===== src/uts_defs.svh =====
/*
  Register offsets, field positions, reset values and timing counts of the
  USB token/status register block.
  Assumes inclusion by bare name from the package, the checker and the bench.
*/
`ifndef UTS_DEFS_SVH
`define UTS_DEFS_SVH

// Register byte offsets
`define UTS_OFF_SOF 8'h28
`define UTS_OFF_PID 8'h2c
`define UTS_OFF_EP 8'h30
`define UTS_OFF_EPMARK 8'h34
`define UTS_OFF_OTGMASK 8'h38
`define UTS_OFF_PWRSIG 8'h3c
`define UTS_OFF_XCTL 8'h40
`define UTS_OFF_IRQ_STAT 8'h44
`define UTS_OFF_IRQ_MASK 8'h48
`define UTS_OFF_LINE 8'h4c

// Field positions
`define UTS_EP_VALID_BIT 4
`define UTS_EP_MARK_OR 5'h10
`define UTS_XCTL_PD_DIS 18
`define UTS_XCTL_RST_FLAG 13
`define UTS_XCTL_RES_FLAG 12
`define UTS_XCTL_FILT_HI 11
`define UTS_XCTL_FILT_LO 8
`define UTS_XCTL_AUTORES 7
`define UTS_XCTL_CONF_HI 6
`define UTS_XCTL_CONF_LO 4
`define UTS_XCTL_WMASK 32'h0004_f0f0

// Reset values
`define UTS_RST_ZERO 32'h0000_0000

// Suspend detect: 3 ms of idle J state at 20 MHz
`define UTS_SUSPEND_US 3000
`define UTS_CLK_MHZ 20
`define UTS_SUSPEND_CYC (`UTS_SUSPEND_US * `UTS_CLK_MHZ)

// Packet identifiers of interest
`define UTS_PID_SOF 4'h5
`define UTS_PID_OUT 4'h1
`define UTS_PID_IN 4'h9
`define UTS_PID_SETUP 4'hd

`endif


===== src/uts_pkg.sv =====
/*
  Types shared by the USB token/status register block.
  Assumes uts_defs.svh is on the include path.
*/
package uts_pkg;
  `include "uts_defs.svh"

  // Line state encoding as seen on the transceiver
  typedef enum logic [1:0] {
    UTS_LS_SE0 = 2'h0,
    UTS_LS_J = 2'h1,
    UTS_LS_K = 2'h2,
    UTS_LS_SE1 = 2'h3
  } uts_line_e;

  // Suspend controller states, one-hot
  typedef enum logic [2:0] {
    UTS_SC_ACTIVE = 3'b001,
    UTS_SC_SUSPEND = 3'b010,
    UTS_SC_WAKE = 3'b100
  } uts_susp_e;
endpackage


===== src/uts_sync.sv =====
/*
  Three-stage synchroniser with agreement filter for a pin input.
  Assumes the input is asynchronous to i_sys_clk.
*/
`timescale 1ns/1ps
module uts_sync
  import uts_pkg::*;
#(
  parameter int WIDTH = 2, // Bits synchronised
  parameter logic [WIDTH-1:0] RST_VAL = '0 // Idle level held through reset
)
(
  input wire logic i_sys_clk, // System clock
  input wire logic i_resetn, // Async reset, active low
  input wire logic [WIDTH-1:0] i_async, // Raw pin level
  output logic [WIDTH-1:0] o_sync // Settled level
);
  // All state of the synchroniser
  typedef struct packed {
    logic [WIDTH-1:0] s1;
    logic [WIDTH-1:0] s2;
    logic [WIDTH-1:0] s3;
    logic [WIDTH-1:0] out;
  } uts_sync_s;

  uts_sync_s st;
  uts_sync_s next_st;

  // Stage one feeds only stage two; change counts once stages two and three agree
  always_comb
  begin
    next_st = st;
    next_st.s1 = i_async;
    next_st.s2 = st.s1;
    next_st.s3 = st.s2;
    if (st.s2 == st.s3)
    begin
      next_st.out = st.s3;
    end
  end

  // State register; resets to the pin's idle level so no false edge follows reset
  always_ff @(posedge i_sys_clk or negedge i_resetn)
  begin
    if (!i_resetn)
      st <= {4{RST_VAL}};
    else
      st <= next_st;
  end

  assign o_sync = st.out;
endmodule


===== src/uts_line_filter.sv =====
/*
  Line-state change filter: a new line state propagates only after holding
  stable for 2**N clocks.
  Assumes a synchronised line state input.
*/
`timescale 1ns/1ps
module uts_line_filter
  import uts_pkg::*;
(
  input wire logic i_sys_clk, // System clock
  input wire logic i_resetn, // Async reset, active low
  input wire logic [1:0] i_line, // Synchronised line state
  input wire logic [3:0] i_log2, // Log2 of the delay
  output logic [1:0] o_line // Filtered line state
);
  // All state of the filter
  typedef struct packed {
    logic [1:0] cand;
    logic [15:0] cnt;
    logic [1:0] out;
  } uts_filt_s;

  uts_filt_s st;
  uts_filt_s next_st;
  logic [16:0] target;

  // Count stable cycles of a candidate state before passing it on
  always_comb
  begin
    next_st = st;
    target = 17'h0_0001 << i_log2;
    if (i_line != st.cand)
    begin
      // Any bounce restarts the wait
      next_st.cand = i_line;
      next_st.cnt = 16'h0001;
    end
    else if (st.out != st.cand)
    begin
      if ({1'b0, st.cnt} >= target)
        next_st.out = st.cand; // [RL9]
      else
        next_st.cnt = st.cnt + 16'h0001;
    end
  end

  // State register; reset state is J (idle)
  always_ff @(posedge i_sys_clk or negedge i_resetn)
  begin
    if (!i_resetn)
      st <= '{cand: 2'h1, cnt: 16'h0000, out: 2'h1};
    else
      st <= next_st;
  end

  assign o_line = st.out;
endmodule


===== src/uts_regs.sv =====
/*
  USB token/status register block of the USB interface engine: frame count,
  last packet identifier, last endpoint, endpoint marks, transceiver control
  and the auto-resume handler, with a sticky interrupt status.
  Assumes decoded tokens arrive as one-cycle strobes on the system clock and
  the transceiver line state arrives asynchronously on pins.
*/
// Our own choice: strobed register access.
// Summary of operation
// [RL1] Eleven-bit frame counter, writable, split 10:8/7:0
// [RL2] Last received packet identifier in bits 3:0
// [RL3] Last token endpoint number in bits 3:0
// [RL4] Bit 4 flags endpoint field holds valid value
// [RL5] Marked endpoints presented on receive port ORed 0x10
// [RL6] Control bit 18 disables data port pulldowns
// [RL7] SE0 auto-resume sets bit 13, write zero clears
// [RL8] K auto-resume sets bit 12, write zero clears
// [RL9] Line-state change delayed two-to-the-N clocks
// [RL10] Bit 7 enables hardware resume from suspend
// [RL11] Bits 6:4 drive transceiver configuration pins
// [RL12] Good start-of-frame token loads frame counter
`timescale 1ns/1ps
module uts_regs
  import uts_pkg::*;
#(
  parameter int SUSPEND_CYC = `UTS_SUSPEND_CYC, // Idle cycles before suspend
  parameter int EP_COUNT = 16 // Number of endpoints
)
(
  input wire logic i_sys_clk, // System clock, 20 MHz
  input wire logic i_resetn, // Async reset, active low
  input wire logic [7:0] i_addr, // Register byte address
  input wire logic [31:0] i_wdata, // Write data
  input wire logic i_wr, // Write strobe
  input wire logic i_rd, // Read strobe
  output logic [31:0] o_rdata, // Read data, cycle after strobe
  input wire logic i_pkt_valid, // Packet identifier received, pulse
  input wire logic [3:0] i_pkt_pid, // Packet identifier
  input wire logic i_tok_valid, // Good token decoded, pulse
  input wire logic [3:0] i_tok_ep, // Token endpoint number
  input wire logic [10:0] i_tok_frame, // Frame number of a start-of-frame token
  output logic [4:0] o_rx_ep, // Endpoint on the receive port
  output logic o_rx_ep_valid, // Receive port endpoint strobe
  input wire logic [1:0] i_line_pin, // Raw line state from transceiver
  output logic [1:0] o_line_filt, // Filtered line state
  output logic o_usb_data_port_a_pd_en, // Pulldown enable, data port a
  output logic o_usb_data_port_b_pd_en, // Pulldown enable, data port b
  output logic [2:0] o_transceiver_config_pins, // Transceiver config pins
  output logic o_suspended, // Suspend controller in suspend
  output logic o_irq // Level interrupt
);
  // Elaboration check on parameters
  if (EP_COUNT != 16 || SUSPEND_CYC < 2 || SUSPEND_CYC > 32'h00ff_ffff)
  begin : g_param_check
    $error("uts_regs: unsupported parameter values");
  end

  // All state of the block
  typedef struct packed {
    logic [10:0] frame;
    logic [3:0] pid;
    logic [3:0] ep;
    logic ep_valid;
    logic [15:0] ep_mark;
    logic [31:0] otg_mask;
    logic [8:0] pwr_sig;
    logic pd_dis;
    logic rst_flag;
    logic res_flag;
    logic [3:0] filt_log2;
    logic autores;
    logic [2:0] conf;
    logic [2:0] irq_stat;
    logic [2:0] irq_mask;
    uts_susp_e susp;
    logic [23:0] idle_cnt;
    logic [1:0] line_q;
    logic [4:0] rx_ep;
    logic rx_ep_valid;
    logic [31:0] rdata;
    logic irq;
    logic pd_en;
    logic suspended;
  } uts_regs_s;

  uts_regs_s st;
  uts_regs_s next_st;
  logic [1:0] line_sync;
  logic [1:0] line_filt;
  logic [31:0] xctl_rd;
  logic [2:0] irq_ev;
  logic rd_stat;

  // Pin input through three flops with agreement
  uts_sync #(
    .WIDTH(2),
    .RST_VAL(2'h1) // Idle J, matches the filter's reset state
  ) u_sync (
    .i_sys_clk(i_sys_clk),
    .i_resetn(i_resetn),
    .i_async(i_line_pin),
    .o_sync(line_sync)
  );

  // Programmable line-state change delay
  uts_line_filter u_filt (
    .i_sys_clk(i_sys_clk),
    .i_resetn(i_resetn),
    .i_line(line_sync),
    .i_log2(st.filt_log2), // [RL9]
    .o_line(line_filt)
  );

  // Read view of the transceiver control register
  always_comb
  begin
    xctl_rd = `UTS_RST_ZERO;
    xctl_rd[`UTS_XCTL_PD_DIS] = st.pd_dis;
    xctl_rd[`UTS_XCTL_RST_FLAG] = st.rst_flag;
    xctl_rd[`UTS_XCTL_RES_FLAG] = st.res_flag;
    xctl_rd[`UTS_XCTL_FILT_HI:`UTS_XCTL_FILT_LO] = st.filt_log2;
    xctl_rd[`UTS_XCTL_AUTORES] = st.autores;
    xctl_rd[`UTS_XCTL_CONF_HI:`UTS_XCTL_CONF_LO] = st.conf;
  end

  // Next-state logic: bus, token capture, suspend controller, interrupts
  always_comb
  begin
    next_st = st;
    irq_ev = 3'h0;
    rd_stat = i_rd && (i_addr == `UTS_OFF_IRQ_STAT);
    next_st.line_q = line_filt;
    next_st.rx_ep_valid = 1'b0;

    // Register writes first, so hardware events below take priority
    if (i_wr)
    begin
      case (i_addr)
        `UTS_OFF_SOF: next_st.frame = i_wdata[10:0]; // [RL1]
        `UTS_OFF_EPMARK: next_st.ep_mark = i_wdata[15:0]; // [RL5]
        `UTS_OFF_OTGMASK: next_st.otg_mask = i_wdata;
        `UTS_OFF_PWRSIG: next_st.pwr_sig = i_wdata[8:0];
        `UTS_OFF_XCTL:
        begin
          next_st.pd_dis = i_wdata[`UTS_XCTL_PD_DIS]; // [RL6]
          // Flags only clear by writing zero; writing one leaves them alone
          if (!i_wdata[`UTS_XCTL_RST_FLAG])
            next_st.rst_flag = 1'b0; // [RL7]
          if (!i_wdata[`UTS_XCTL_RES_FLAG])
            next_st.res_flag = 1'b0; // [RL8]
          next_st.filt_log2 = i_wdata[`UTS_XCTL_FILT_HI:`UTS_XCTL_FILT_LO];
          next_st.autores = i_wdata[`UTS_XCTL_AUTORES]; // [RL10]
          next_st.conf = i_wdata[`UTS_XCTL_CONF_HI:`UTS_XCTL_CONF_LO]; // [RL11]
        end
        `UTS_OFF_IRQ_MASK: next_st.irq_mask = i_wdata[2:0];
        default: ; // Read-only or unmapped: write ignored
      endcase
    end

    // Packet identifier capture
    if (i_pkt_valid)
    begin
      next_st.pid = i_pkt_pid; // [RL2]
    end

    // Token capture; wins over a same-cycle bus write
    if (i_tok_valid)
    begin
      if (i_pkt_pid == `UTS_PID_SOF)
      begin
        next_st.frame = i_tok_frame; // [RL12]
        irq_ev[0] = 1'b1;
      end
      else
      begin
        next_st.ep = i_tok_ep; // [RL3]
        next_st.ep_valid = 1'b1; // [RL4]
        // Marked endpoints carry bit 4 on the receive port
        next_st.rx_ep = st.ep_mark[i_tok_ep] ? ({1'b0, i_tok_ep} | `UTS_EP_MARK_OR) : {1'b0, i_tok_ep}; // [RL5]
        next_st.rx_ep_valid = 1'b1;
      end
    end

    // Suspend controller: long idle J enters suspend
    case (st.susp)
      UTS_SC_ACTIVE:
      begin
        if (line_filt == UTS_LS_J)
        begin
          if ({8'h00, st.idle_cnt} >= SUSPEND_CYC - 1)
            next_st.susp = UTS_SC_SUSPEND;
          else
            next_st.idle_cnt = st.idle_cnt + 24'h00_0001;
        end
        else
        begin
          next_st.idle_cnt = 24'h00_0000;
        end
      end
      UTS_SC_SUSPEND:
      begin
        // Without auto-resume any non-J line still leaves suspend, but sets no flag and raises no interrupt
        if (st.autores && line_filt == UTS_LS_SE0) // [RL10]
        begin
          next_st.rst_flag = 1'b1; // [RL7]
          irq_ev[1] = 1'b1;
          next_st.susp = UTS_SC_WAKE;
        end
        else if (st.autores && line_filt == UTS_LS_K) // [RL10]
        begin
          next_st.res_flag = 1'b1; // [RL8]
          irq_ev[2] = 1'b1;
          next_st.susp = UTS_SC_WAKE;
        end
        else if (!st.autores && line_filt != UTS_LS_J)
        begin
          next_st.susp = UTS_SC_WAKE;
        end
      end
      UTS_SC_WAKE:
      begin
        next_st.idle_cnt = 24'h00_0000;
        next_st.susp = UTS_SC_ACTIVE;
      end
      default: next_st.susp = UTS_SC_ACTIVE;
    endcase

    // Sticky status: read clears, a same-cycle event survives
    if (rd_stat)
      next_st.irq_stat = irq_ev;
    else
      next_st.irq_stat = st.irq_stat | irq_ev;
    next_st.irq = |(next_st.irq_stat & st.irq_mask);

    // Output copies registered so the pins come straight from flops
    next_st.pd_en = ~next_st.pd_dis; // [RL6]
    next_st.suspended = next_st.susp == UTS_SC_SUSPEND;

    // Read data registered for the following cycle
    next_st.rdata = `UTS_RST_ZERO;
    if (i_rd)
    begin
      case (i_addr)
        `UTS_OFF_SOF: next_st.rdata = {21'h00_0000, st.frame}; // [RL1]
        `UTS_OFF_PID: next_st.rdata = {28'h000_0000, st.pid}; // [RL2]
        `UTS_OFF_EP: next_st.rdata = {27'h000_0000, st.ep_valid, st.ep & {4{st.ep_valid}}}; // [RL4]
        `UTS_OFF_EPMARK: next_st.rdata = {16'h0000, st.ep_mark};
        `UTS_OFF_OTGMASK: next_st.rdata = st.otg_mask;
        `UTS_OFF_PWRSIG: next_st.rdata = {23'h00_0000, st.pwr_sig};
        `UTS_OFF_XCTL: next_st.rdata = xctl_rd;
        `UTS_OFF_IRQ_STAT: next_st.rdata = {29'h0000_0000, st.irq_stat};
        `UTS_OFF_IRQ_MASK: next_st.rdata = {29'h0000_0000, st.irq_mask};
        `UTS_OFF_LINE: next_st.rdata = {29'h0000_0000, st.susp == UTS_SC_SUSPEND, st.line_q};
        default: next_st.rdata = `UTS_RST_ZERO; // Unmapped reads as zero
      endcase
    end
  end

  // State register; everything resets to zero except line_q to J and pd_en to one, controller to active
  always_ff @(posedge i_sys_clk or negedge i_resetn)
  begin
    if (!i_resetn)
    begin
      st <= '0;
      st.susp <= UTS_SC_ACTIVE;
      st.line_q <= 2'h1;
      st.pd_en <= 1'b1;
    end
    else
    begin
      st <= next_st;
    end
  end

  // Outputs straight from state flops
  assign o_rdata = st.rdata;
  assign o_rx_ep = st.rx_ep;
  assign o_rx_ep_valid = st.rx_ep_valid;
  assign o_line_filt = st.line_q;
  assign o_usb_data_port_a_pd_en = st.pd_en; // [RL6]
  assign o_usb_data_port_b_pd_en = st.pd_en; // [RL6]
  assign o_transceiver_config_pins = st.conf; // [RL11]
  assign o_suspended = st.suspended;
  assign o_irq = st.irq;
endmodule


===== config.mk =====
export PLATFORM = sky130hd
export DESIGN_NAME = uts_regs
export DESIGN_NICKNAME = d
export VERILOG_FILES = /design/src/uts_pkg.sv /design/src/uts_sync.sv /design/src/uts_line_filter.sv /design/src/uts_regs.sv
export VERILOG_INCLUDE_DIRS = /design/src
export SDC_FILE = /design/constraint.sdc
export NUM_CORES = 1
export LEC_CHECK = 0
export ABC_AREA = 1
export BUFFER_PORTS_ARGS = -buffer_cell sky130_fd_sc_hd__buf_2
export CAP_MARGIN = 5
export CORE_ASPECT_RATIO = 0.6
export CORE_MARGIN = 2
export CORE_UTILIZATION = 40
export DETAILED_ROUTE_END_ITERATION = 8
export SLEW_MARGIN = 25
export SYNTH_ARGS = -nofsm -noshare
export SYNTH_HDL_FRONTEND = slang
export SYNTH_SLANG_ARGS = --single-unit
export TNS_END_PERCENT = 20

===== constraint.sdc =====
create_clock -name i_sys_clk -period 5.8 [get_ports i_sys_clk]
set_input_delay 0.58 -clock i_sys_clk [delete_from_list [all_inputs] [get_ports i_sys_clk]]
set_output_delay 0.58 -clock i_sys_clk [all_outputs]
set_load 0.02 [all_outputs]

# After elaboration in Yosys (flattened, before gate mapping)
# Cells that the tools add are included.
dict set report op_classes {
  add_sub_neg 2
  magnitude_cmp 3
  n_eq_ne 23
  shifts 1
  muxes 39
  bitwise 6
  reduce_logical 18
}
# cell n
set ops {}
lappend ops {{32-bit one-hot mux with 10 select lines} 1}
lappend ops {{11-bit 2-to-1 mux} 6}
lappend ops {{8-bit by 6-bit equality test with 1-bit output (second input constant)} 6}
lappend ops {{24-bit 2-to-1 mux} 2}
lappend ops {{24-bit one-hot mux with 2 select lines} 1}
lappend ops {{8-bit by 7-bit equality test with 1-bit output (second input constant)} 4}
lappend ops {{16-bit 2-to-1 mux} 2}
lappend ops {{32-bit 2-to-1 mux} 1}
lappend ops {{24-bit by 1-bit adder with 24-bit output (second input constant)} 1}
lappend ops {{24-bit by 16-bit greater-or-equal comparator with 1-bit output (second input constant)} 1}
lappend ops {{18-bit 2-to-1 mux} 1}
lappend ops {{3-bit 2-to-1 mux} 6}
lappend ops {{16-bit by 17-bit greater-or-equal comparator with 1-bit output} 1}
lappend ops {{1-bit by 4-bit left shift with 17-bit output (first input constant)} 1}
lappend ops {{16-bit by 1-bit adder with 16-bit output (second input constant)} 1}
lappend ops {{2-bit AND reduction} 8}
lappend ops {{1-bit 2-to-1 mux} 13}
lappend ops {{3-bit by 2-bit equality test with 1-bit output (second input constant)} 2}
lappend ops {{2-bit 2-to-1 mux} 3}
lappend ops {{3-bit one-hot mux with 2 select lines} 1}
lappend ops {{4-bit by 5-bit less-than comparator with 1-bit output (second input constant)} 1}
lappend ops {{5-bit 2-to-1 mux} 1}
lappend ops {{4-bit bitwise AND} 1}
lappend ops {{1-bit binary-select mux with 4-bit select} 1}
lappend ops {{other kinds (18)} 26}
dict set report totals {
  regBits 192
  in_bits 67
  out_inout_bits 47
  word_cells 123
}

# Depth between registers and ports, before layout
# Gate-level depths: netlist of run 1.
dict set report logic_depth {
  depth_word 9
  ltp_mapped 14
  depth_no_buf 14
}

# Modules after synthesis
# Synthesis of run 1 repeated with hierarchy kept, for this count alone.
dict set report hier_totals {
  hier_cells 1225
  area_unflattened_um2 9949.5
}
# module n_inst cells_per_inst area_per_inst_um2 seq_area_each_um2
set modules_own_cells {}
lappend modules_own_cells {uts_regs 1 910 7718.7 4007.6}
lappend modules_own_cells {uts_line_filter 1 288 1944.4 503.0}
lappend modules_own_cells {uts_sync 1 27 286.5 205.2}

# Worst setup path before layout of run 1
# OpenSTA, ideal clock, no wires.
dict set report synth_path {
  path_kind {reg-to-reg}
  from {reg st[82] (netlist bit)}
  to {reg u_filt.st[13] (netlist bit)}
  setup_ps 66
  arrival_time_ps 2020
  required_time_ps 5734
  slack_ps 3714
  path_stages_with_launch 15
  path_buffers 2
  period_less_slack_ps 2086
  path_cell_list {dfrtp_1 clkbuf_1 nand4_1 ha_1 nand2_1 nor2_1 nand2_1 nor2_1 nand2_1 nand2_1 nor2_1 nand3_2 buf_4 nand3_1 nand2_1}
}
dict set report synth_between {
  elab_chain_cells 4
}
# item line_no
set synth_rtl {}
lappend synth_rtl {{from (decl)} uts_regs.sv:86} ;# uts_regs_s st;
lappend synth_rtl {{from (signal assigned)} uts_regs.sv:271} ;# st <= next_st;
lappend synth_rtl {{1-bit by 4-bit left shift with 17-bit output} uts_line_filter.sv:31} ;# target = 17'h0_0001 << i_log2;
lappend synth_rtl {{16-bit by 17-bit greater-or-equal comparator with 1-bit output} uts_line_filter.sv:40} ;# if ({1'b0, st.cnt} >= target)
lappend synth_rtl {{2-bit by 1-bit inequality test with 1-bit output (no line)} --}
lappend synth_rtl {{2-bit AND reduction (no line)} --}
lappend synth_rtl {{to (signal assigned)} uts_line_filter.sv:51} ;# st <= '{cand: 2'h1, cnt: 16'h0000, out: 2'h1};
lappend synth_rtl {{to (signal assigned)} uts_line_filter.sv:53} ;# st <= next_st;
lappend synth_rtl {{to (decl)} uts_line_filter.sv:23} ;# uts_filt_s st;
# Every way passes these cells.
# A chain may end at the register's enable or synchronous reset.

# Worst setup path in the final report of run 1
dict set report layout_path {
  from {reg st[81] (netlist bit)}
  to {reg u_filt.st[14] (netlist bit)}
}
# The elaborated chain is that of the path after synthesis.

==> metrics.txt, run 1 <==
outcome complete, no violations; Starting Density 0.405; detailed-route DRC error count 0; slew at the pin closest to its max-slew limit between 900 and 1000 ps; mux share of post-synthesis cell area 0.0309; postcts setup bufs 0; Rows 44; # fillers ~2400; clk_lat worst skew 440 ps; commonest non-fill, non-tap cell in the layout nand2_1; crit path launch type flip-flop; Antenna diodes 0; ys async rst share 1.00; GRT Total Usage 0.205; final core occ 0.451; largest net degree at the start of global routing 90; dpl ws around 2900 ps; post-synthesis simple-gate area fraction 0.271; first-pass detailed-route iteration total 5; root buf cell clkbuf_16; grt ovf 0; worst r2r path cells 13; Synth Cell Area just under 10000 µm²; RSZ-0062 raised after global routing false; Max VDD drop 0.195 mV; Hold Vio Cnt, Final 0; CTS Hold Bufs 0; CTS tree done; crit path DAT 2880 ps; PortBufs about 110; Slew HR 0.350; Seq/Total Area, Yosys 0.485; WL/cell about 16 µm; FF+latch count, synth 188; count of final setup violators 0; nets about 1300; Hold Crit Class input pin to asynchronous set/reset pin; yosys warns 0; setup TNS 0 ps; Max Root-Sink Buffers 2; largest family of logic cells by synthesized area simple AND/OR/NAND/NOR gates; Max Cap Viol 0; Netlist cell types 45; fmax ~390 MHz; Via density around 5; Leak 5.35 nW; most common flop cell mapped by yosys dfrtp_1; Clock transition at path regs around 70 ps; chip width 205 µm; first-pass GRT wire length 40500 µm; Req. time, crit path about 6100 ps; crit-path max FO 16; crit path capture type flip-flop; Syn Area/Cell just over 8 µm²; Final Worst Setup Slack roughly 3200 ps; Final Skew around 12 ps; Iter 0 DRT Violations 738; Slew Viols, Final 0; Post-Synthesis Cells roughly 1200; Post-Syn Nets approximately 1300; Synth Area in Compound Gates 0.0769; Routed WL 25200 µm; Post-Synth XOR/XNOR Area 0.0180; commonest non-fill, non-tap cells in the layout nand2_1, dfrtp_1, nor2_1; post-cts gate resize count 0; EDFF count, synth 0; Die H 125 µm; vias in the first global route about 7000; clock sinks 188; DRT antenna net count 0; area delta synth->final 11.3%; CTS H-tree depth 4; area of the core 24000 µm²; vias 7789; worst setup path class flip-flop to flip-flop; Final HPWL DP between 15000 and 20000 µm; GPL Wtd Cong between 0.8 and 0.9; IO Count between 100 and 150; Pwr per Cell Area roughly 280 nW/µm²; fin crit share 0.440; die area around 26000 µm²; min Tclk post-route 2550 ps; share of cells above drive strength 1 0.169; Adder-Cell Fraction of Synth Area 0.0232; Inserted Clock Buffers 17; initial antenna violation count 2
synthesized netlist by cell type, types with 3 or more instances:
master	instances	share of area
inv_1	105	0.041
o21ai_1	34	0.017
a21oi_1	26	0.013
nor2_1	140	0.054
o211ai_1	8	0.0062
buf_6	3	0.0035
nand4_1	44	0.028
buf_2	12	0.0062
nand3_1	82	0.042
dfrtp_1	179	0.46
nand2_2	7	0.0045
xnor2_1	7	0.0063
nor2_4	3	0.0035
mux2_2	6	0.0069
inv_2	7	0.0027
buf_4	45	0.035
xor2_1	13	0.012
a31oi_1	10	0.0064
ha_1	18	0.023
nor2_2	4	0.0026
clkbuf_1	20	0.0077
o21ai_0	55	0.028
nand2_1	287	0.11
dfstp_2	9	0.024
mux2_4	14	0.022
nand3b_1	3	0.0023
nor3_1	8	0.0041
kinds of logic (layout without fill, tap and decap cells):
kind of cell,Yosys count,count (layout)
compound gates,139,139
xor+xnor,20,20
fa+ha+maj,18,18
buf+inv,193,259
flops,188,188
mux,22,22
simple gates,594,594
sequential cells by signal, indices dropped and copies added, names as in the netlist:
| signal | flops |
|---|---|
| o_rx_ep | 2 |
| st | 117 |
| u_filt.o_line | 2 |
| u_sync.st | 2 |
| o_usb_data_port_a_pd_en | 1 |
| o_rx_ep_valid | 1 |
| u_sync.next_st | 4 |
| o_suspended | 1 |
| o_rdata | 32 |
| o_transceiver_config_pins | 3 |
| u_sync.o_sync | 2 |
| u_filt.st | 18 |
| o_line_filt | 2 |
| o_irq | 1 |
critical path, cell delays in order, from the launching register on:
cell and delay, ps:
dfrtp_1 520, inv_1 240, nand4_1 140, ha_1 360, nand2_1 110, nor2_1 50, nand2_1 70, nor2_1 60
nand2_1 60, nand2_1 40, nor2_1 170, nand3_2 350, nand3_1 180, nand2_1 70
final timing paths:
kind | from | endpoint | slack, ps
max in group asynchronous | i_resetn | o_rdata[1] | 4360
min | i_resetn | u_sync.next_st[3] | 210
min reg2reg | u_sync.next_st[5] | u_sync.next_st[3] | 350
min in group i_sys_clk | i_line_pin[0] | u_sync.next_st[4] | 240
max | st[81] | u_filt.st[14] | 3250
max reg2reg | st[81] | u_filt.st[14] | 3250
layer usage:
metal | vias up | share of wire | global-route usage
li1 | 3878 | - | -
met1 | 3611 | 0.54 | 0.346
met2 | 280 | 0.36 | 0.246
met3 | 16 | 0.086 | 0.0583
met4 | 4 | 0.0072 | 0.0427
met5 | - | 0.0011 | 0
area by class of cell:
class	count	area (µm²)	area share
clock inverters	12	160	0.0148
flip-flops and latches	188	4720	0.436
repair buffers	116	597	0.0551
multi-input cells	793	4090	0.377
inverters	112	420	0.0388
well taps	322	403	0.0372
clock buffers	19	443	0.0409
metrics by stage:
step                      std cells  hold slack, ps  total power, mW  cell area, µm²
after floorplan                1174             284             1.73            9730
after global placement         1531             337             1.88           10200
after detailed placement       1531             341             1.89           10200
after CTS                      1562             213             3.12           10800
after global routing           1562             219             3.23           10800
final                          1562             212             3.08           10800
report_power, final:
group          internal (mW)  switching [mW]  leakage (nW)  total [mW]
sequential              1.40          0.0734          2.46        1.47
combinational          0.113           0.275          2.60       0.388
clock                  0.693           0.525         0.294        1.22
(Power assumes the default switching activity.)
==> run 2: changes to the inputs <==
ABC_AREA = 0   (was 1)
clock period = 2.2 ns   (was 5.8 ns; I/O delays follow)
==> run 2 against run 1 <==
Against the previous run: the flow now finishes with violations (negative setup slack); clock-buffer cell count is 3 higher; power grew to 2.8 times the previous value; via count is 16% lower; global-route usage is 0.18 points lower; non-clock buffer count rose by 86; sequential power increased to 2.6 times the previous value; largest power group unchanged; worst setup slack worse by 3700 ps; cell area increased by 1.9%; critical endpoint is now u_filt.st[8]; maximum frequency fell by 2.6%; sequential cell count unchanged; area after synthesis fell by 8.7%.
==> metrics.txt, run 2 <==
outcome finished with violations; failing checks negative setup slack; CP most frequent cell buf_6; cell with the most instances after synthesis dfrtp_1; initial antenna violation count 0 (-2); Synth Cell Area 8880 µm² (-8.7%); Seq/Total Area, Yosys 0.531 (+0.0462); fin crit share 1.19 (+0.752); DRT antenna net count 0 (unchanged); fmax 381 MHz (-2.6%); FF+latch count, synth 188 (unchanged); Netlist cell types 57 (+27%); clk_lat worst skew 440 ps (about the same); IO Count 114 (unchanged); worst setup path class flip-flop to flip-flop; crit path capture type flip-flop; slew at the pin closest to its max-slew limit 574 ps (-398 ps); ys async rst share 1.00 (unchanged); largest net degree at the start of global routing 67 (-26%); EDFF count, synth 0 (unchanged); clock sinks 188 (unchanged); Max VDD drop 0.505 mV (+160%); PortBufs 113 (unchanged); Rows 42 (-4.5%); Final Instance Count excl. Fillers 1220 (-22%); Yosys top cell by area dfrtp_1; GPL Wtd Cong 0.852 (-4.4%); crit-path leading delay family simple AND/OR/NAND/NOR gates; nets 1006 (-23%); Final HPWL DP 16200 µm (-11%); crit path cell chain nor2b_4, nand3_2, ha_4, and4_4, a2111oi_4, buf_6, buf_6, o211ai_4, or3_1, a21oi_1; Pwr per Cell Area 780 nW/µm² (+170%); Max Root-Sink Buffers 2 (unchanged); crit path DAT 2980 ps (+100 ps); Antenna diodes 0 (unchanged); Post-Syn Nets 859 (-32%); Placed Cells incl. Taps 1161 (-24%); CP max stage cell dfrtp_2; Post-Synthesis Cells 774 (-34%); grt ovf 0 (unchanged); root buf cell clkbuf_16; Largest register FFs 117 (unchanged); Final Worst Setup Slack -421 ps (-3670 ps); Hold Crit Class input pin to flip-flop; min Tclk post-route 2620 ps (+69.3 ps); first-pass GRT wire length 36200 µm (-11%); # fillers 1977 (-17%); Slowest Stage Delay on Critical Path 450 ps (-70 ps); Clock transition at path regs 70 ps (about the same); Max Cap Viol 0 (unchanged); Syn Area/Cell 11.5 µm² (+38%); yosys warns 0 (unchanged); vias 6539 (-16%); CTS tree done; die area 23400 µm² (-8.5%); share of cells above drive strength 1 0.323 (+0.154); Slew Viols, Final 0 (unchanged); crit path launch type flip-flop; Die H 119 µm (-4.3%); post-synth top area share 0.504 (+0.0439); Inserted Clock Buffers 17 (unchanged); chip width 196 µm (-4.4%); WL/cell 18.7 µm (+16%); Slew HR 0.616 (+0.266); Starting Density 0.405 (about the same); final core occ 0.503 (+0.0525); most common flop cell mapped by yosys dfrtp_1; Final Skew 7.32 ps (-4.64 ps); crit-path max FO 5 (-11); Crit path buffers/inverters 2 (+1); GRT Total Usage 0.203 (-0.00184); Req. time, crit path 2560 ps (-3570 ps); first-pass detailed-route iteration total 5 (unchanged); Via density 5.36 (+7.5%); Most flops, register st; area of the core 21900 µm² (-8.7%); detailed-route DRC error count 0 (unchanged); commonest non-fill, non-tap cells in the layout dfrtp_1, buf_2, mux2_1; Iter 0 DRT Violations 480 (-35%); Hold Vio Cnt, Final 0 (unchanged); CTS H-tree depth 4 (unchanged); count of final setup violators 19 (+19); vias in the first global route 6354 (-11%); Synth area leaders dfrtp_1, mux2_1, buf_4, dfstp_2, a21oi_1; commonest non-fill, non-tap cell in the layout dfrtp_1; Leak 5.24 nW (-2.1%); RSZ-0062 raised after global routing true; area delta synth->final 24.2%; Routed WL 22900 µm (-9.1%); Post-synth top cells dfrtp_1, mux2_1, nor2_1
## run 2: cell count changes in the layout (fill, tap and decap cells not counted), sizes merged, moves of 26 or more
cell / change
buf: +67
nand4: -36
inv: -108
nor2: -94
o21ai: -59
mux2: +59
nand2: -248
and2: +27
nand3: -68
a22oi: +26
## run 2: path summary, 6_finish.rpt
check / start / end / slack (ps) / cells after the start
worst max register to register: st[82] / u_filt.st[8] / -420 / 10
worst max-delay path: st[82] / u_filt.st[8] / -420 / 10
min in group asynchronous: i_resetn / st[51] / 350 / 2
worst min-delay path: i_wdata[16] / st[112] / 20 / 2
max in group asynchronous: i_resetn / o_usb_data_port_a_pd_en / 1140 / 3
worst min register to register: u_sync.next_st[4] / u_sync.next_st[2] / 360 / 0
## run 2: cell families (layout without fill, tap and decap cells)
kind of cell / after synthesis / after routing / share of synthesized area
simple gates: 221 / 221 / 0.129
flops: 188 / 188 / 0.531
compound gates: 157 / 158 / 0.121
mux: 98 / 98 / 0.129
buf+inv: 81 / 240 / 0.0540
fa+ha+maj: 18 / 18 / 0.0254
xor+xnor: 11 / 11 / 0.0108
## run 2: final cells by class
type,count,area (µm²),share of cell area
sequential,188,4720,0.428
multi-input combinational,506,3980,0.360
timing repair buffer,202,1370,0.124
clock buffer,22,474,0.0430
tap,286,358,0.0324
clock inverter,10,116,0.0105
inverter,6,22.5,0.00204
## run 2: power by group
group | internal (mW) | switching (mW)
combinational | 0.703 | 0.884
clock | 1.77 | 1.37
sequential | 3.69 | 0.195
## run 2: layer usage
layer / track usage / share of wire / routed length, µm / up-vias
li1: - / - / - / 3077
met1: 0.330 / 0.54 / 12300 / 3264
met2: 0.264 / 0.39 / 8970 / 183
met3: 0.0490 / 0.062 / 1410 / 15
met4: 0.0445 / 0.0089 / 204 / 0
met5: 0 / 0 / 0 / -
## run 2: timing repair
action | 4_1_cts | 5_1_grt
gates resized for setup | 20 | 33
pin swaps | 15 | 9
setup endpoints to repair | 32 | 39
cloned | 1 | 0
setup buffers | 5 | 2
hold endpoints to repair | 79 | 1
hold buffers | 18 | 1
## run 2: through the flow
step           area, µm²  setup TNS, ps  power, mW  worst slack [ps]  hold slack (ps)
2_1_floorplan       8980          -3280       4.69              -349            -75.6
4_1_cts            10900          -6000       8.57              -355            0.802
3_3_place_gp        9940          -6960       5.22              -498              266
6_report           11000          -6160       8.60              -421             15.6
3_5_place_dp        9940          -7920       5.23              -555              266
5_1_grt            11000          -8850       8.99              -523             3.32
## run 2: worst reg2reg max path, delay by kind of cell (launching register included)
kind	cells	cell delay, ps
AOI/OAI and AO/OA	3	630
and+or+nand+nor	4	890
DFF	1	450
buffers and inverters	2	320
adders and majority gates	1	250
==> run 3: changes to the inputs <==
CAP_MARGIN = default   (was 5)
PLACE_DENSITY = 0.69   (was default)
RECOVER_POWER = 50   (was default)
==> run 3 against run 2 <==
Against the previous run: the run still ends with negative setup slack left; routed wire length shrank 0.28%; die area stayed put; sequential power about the same; global-route usage rose by 0.17 points; register-to-register slack got worse by 90 ps; worst hold slack worse by 5.3 ps; final cell count rose by 0.49%; sequential share of layout area is essentially flat; clock-buffer cell count shrank 2; critical endpoint is now u_filt.st[17].
==> metrics.txt, run 3 (same netlist as run 2, synthesis figures left out) <==
outcome finished with violations; failing checks negative setup slack; commonest non-fill, non-tap cells in the layout dfrtp_1, buf_2, buf_4; nets 1012 (+0.60%); Die H 119 µm (unchanged); Largest register FFs 117 (unchanged); crit path launch type flip-flop; first-pass detailed-route iteration total 6 (+1); share of cells above drive strength 1 0.311 (-0.0127); Via density 5.48 (+2.3%); worst setup path class flip-flop to flip-flop; crit path cell chain buf_4, nor2_4, nand2_2, ha_4, a21oi_2, o21ai_2, a2111oi_4, buf_6, o2111ai_4, or4b_1, a21oi_2; chip width 196 µm (unchanged); Final HPWL DP 16200 µm (+0.21%); detailed-route DRC error count 0 (unchanged); vias in the first global route 6631 (+4.4%); clk_lat worst skew 440 ps (about the same); Max Cap Viol 0 (unchanged); DRT antenna net count 0 (unchanged); final core occ 0.503 (unchanged); Final Instance Count excl. Fillers 1226 (+0.49%); largest net degree at the start of global routing 71 (+6.0%); Antenna diodes 0 (unchanged); PortBufs 113 (unchanged); CTS H-tree depth 4 (unchanged); Starting Density 0.405 (unchanged); GRT Total Usage 0.205 (+0.00172); Final Skew 11.4 ps (+4.06 ps); CTS tree done; Iter 0 DRT Violations 559 (+16%); count of final setup violators 19 (unchanged); crit path DAT 3070 ps (+90 ps); area of the core 21900 µm² (unchanged); min Tclk post-route 2710 ps (+93.3 ps); Post-DP Area 9970 µm² (+0.33%); fmax 368 MHz (-3.4%); initial antenna violation count 0 (unchanged); Max VDD drop 0.573 mV (+14%); Slowest Stage Delay on Critical Path 500 ps (+50 ps); crit-path max FO 5 (unchanged); Hold Crit Class input pin to flip-flop; grt ovf 0 (unchanged); clock sinks 188 (unchanged); area delta synth->final 24.2% (unchanged); Inserted Clock Buffers 17 (unchanged); Placed Cells incl. Taps 1167 (+0.52%); Total Power 8.96 mW (+4.2%); Pwr per Cell Area 812 nW/µm² (+4.2%); commonest non-fill, non-tap cell in the layout dfrtp_1; Routed WL 22800 µm (-0.28%); fin crit share 1.23 (+0.0424); Req. time, crit path 2560 ps (about the same); cell area after layout 11000 µm² (unchanged); Clock transition at path regs 70 ps (about the same); worst hold slack 10.3 ps (-5.33 ps); Rows 42 (unchanged); Leak 5.28 nW (+0.77%); root buf cell clkbuf_16; Final Worst Setup Slack -515 ps (-93.3 ps); Max Root-Sink Buffers 2 (unchanged); Hold Vio Cnt, Final 0 (unchanged); Slew Viols, Final 0 (unchanged); IO Count 114 (unchanged); Slew HR 0.356 (-0.260); vias 6724 (+2.8%); WL/cell 18.6 µm (-0.77%); RSZ-0062 raised after global routing true; CP max stage cell or4b_1; die area 23400 µm² (unchanged); dpl ws -583 ps (-28.5 ps); slew at the pin closest to its max-slew limit 966 ps (+392 ps); first-pass GRT wire length 37000 µm (+2.1%); Most flops, register st; crit path capture type flip-flop; GPL Wtd Cong 0.858 (+0.74%); CP most frequent cell a21oi_2; setup TNS -7080 ps (-918 ps)
-- run 3: critical path: cells and delay by family (launching register included) --
family	cells	cell delay [ps]
AO/OA/AOI/OAI	5	900
adder cells (fa/ha/maj)	1	220
flip-flops	1	450
AND/OR/NAND/NOR	3	710
buffers and inverters	2	360
-- run 3: layout make-up --
class / instances / area, µm²
multi-input cells: 505 / 3900
repair buffers: 209 / 1360
flip-flops and latches: 188 / 4720
clock inverters: 12 / 236
clock buffers: 20 / 437
well taps: 286 / 358
fillers: 1929 / 10900
inverters: 6 / 22.5
-- run 3: power breakdown --
group,leakage (nW),internal (mW),switching (mW)
Sequential,2.50,3.68,0.205
Clock,0.323,2.16,1.38
Combinational,2.46,0.705,0.832
Total,5.28,6.54,2.42
-- run 3: path summary, 6_finish.rpt --
| path | startpoint | end | slack, ps | cells past startpoint |
|---|---|---|---|---|
| setup / recovery | st[81] | u_filt.st[17] | -510 | 11 |
| hold / removal | i_wdata[17] | st[113] | 10 | 2 |
| setup reg to reg | st[81] | u_filt.st[17] | -510 | 11 |
| hold reg to reg | u_sync.next_st[5] | u_sync.next_st[3] | 360 | 0 |
| max in group asynchronous | i_resetn | st[45] | 310 | 3 |
| min in group asynchronous | i_resetn | o_rdata[12] | 470 | 2 |
-- run 3: timing repair --
action,in CTS,in global routing
setup buffers,7,2
hold buffers,16,2
gates resized for setup,24,14
pin swaps,12,4
hold endpoints to repair,51,2
setup endpoints to repair,21,39
-- run 3: routing by layer --
metal	part of all wire	vias up	GRT usage	routed length, µm
li1	-	3082	-	-
met2	0.41	256	0.278	9290
met5	0	-	0	0
met3	0.080	22	0.0566	1830
met1	0.50	3364	0.320	11500
met4	0.0089	0	0.0426	204
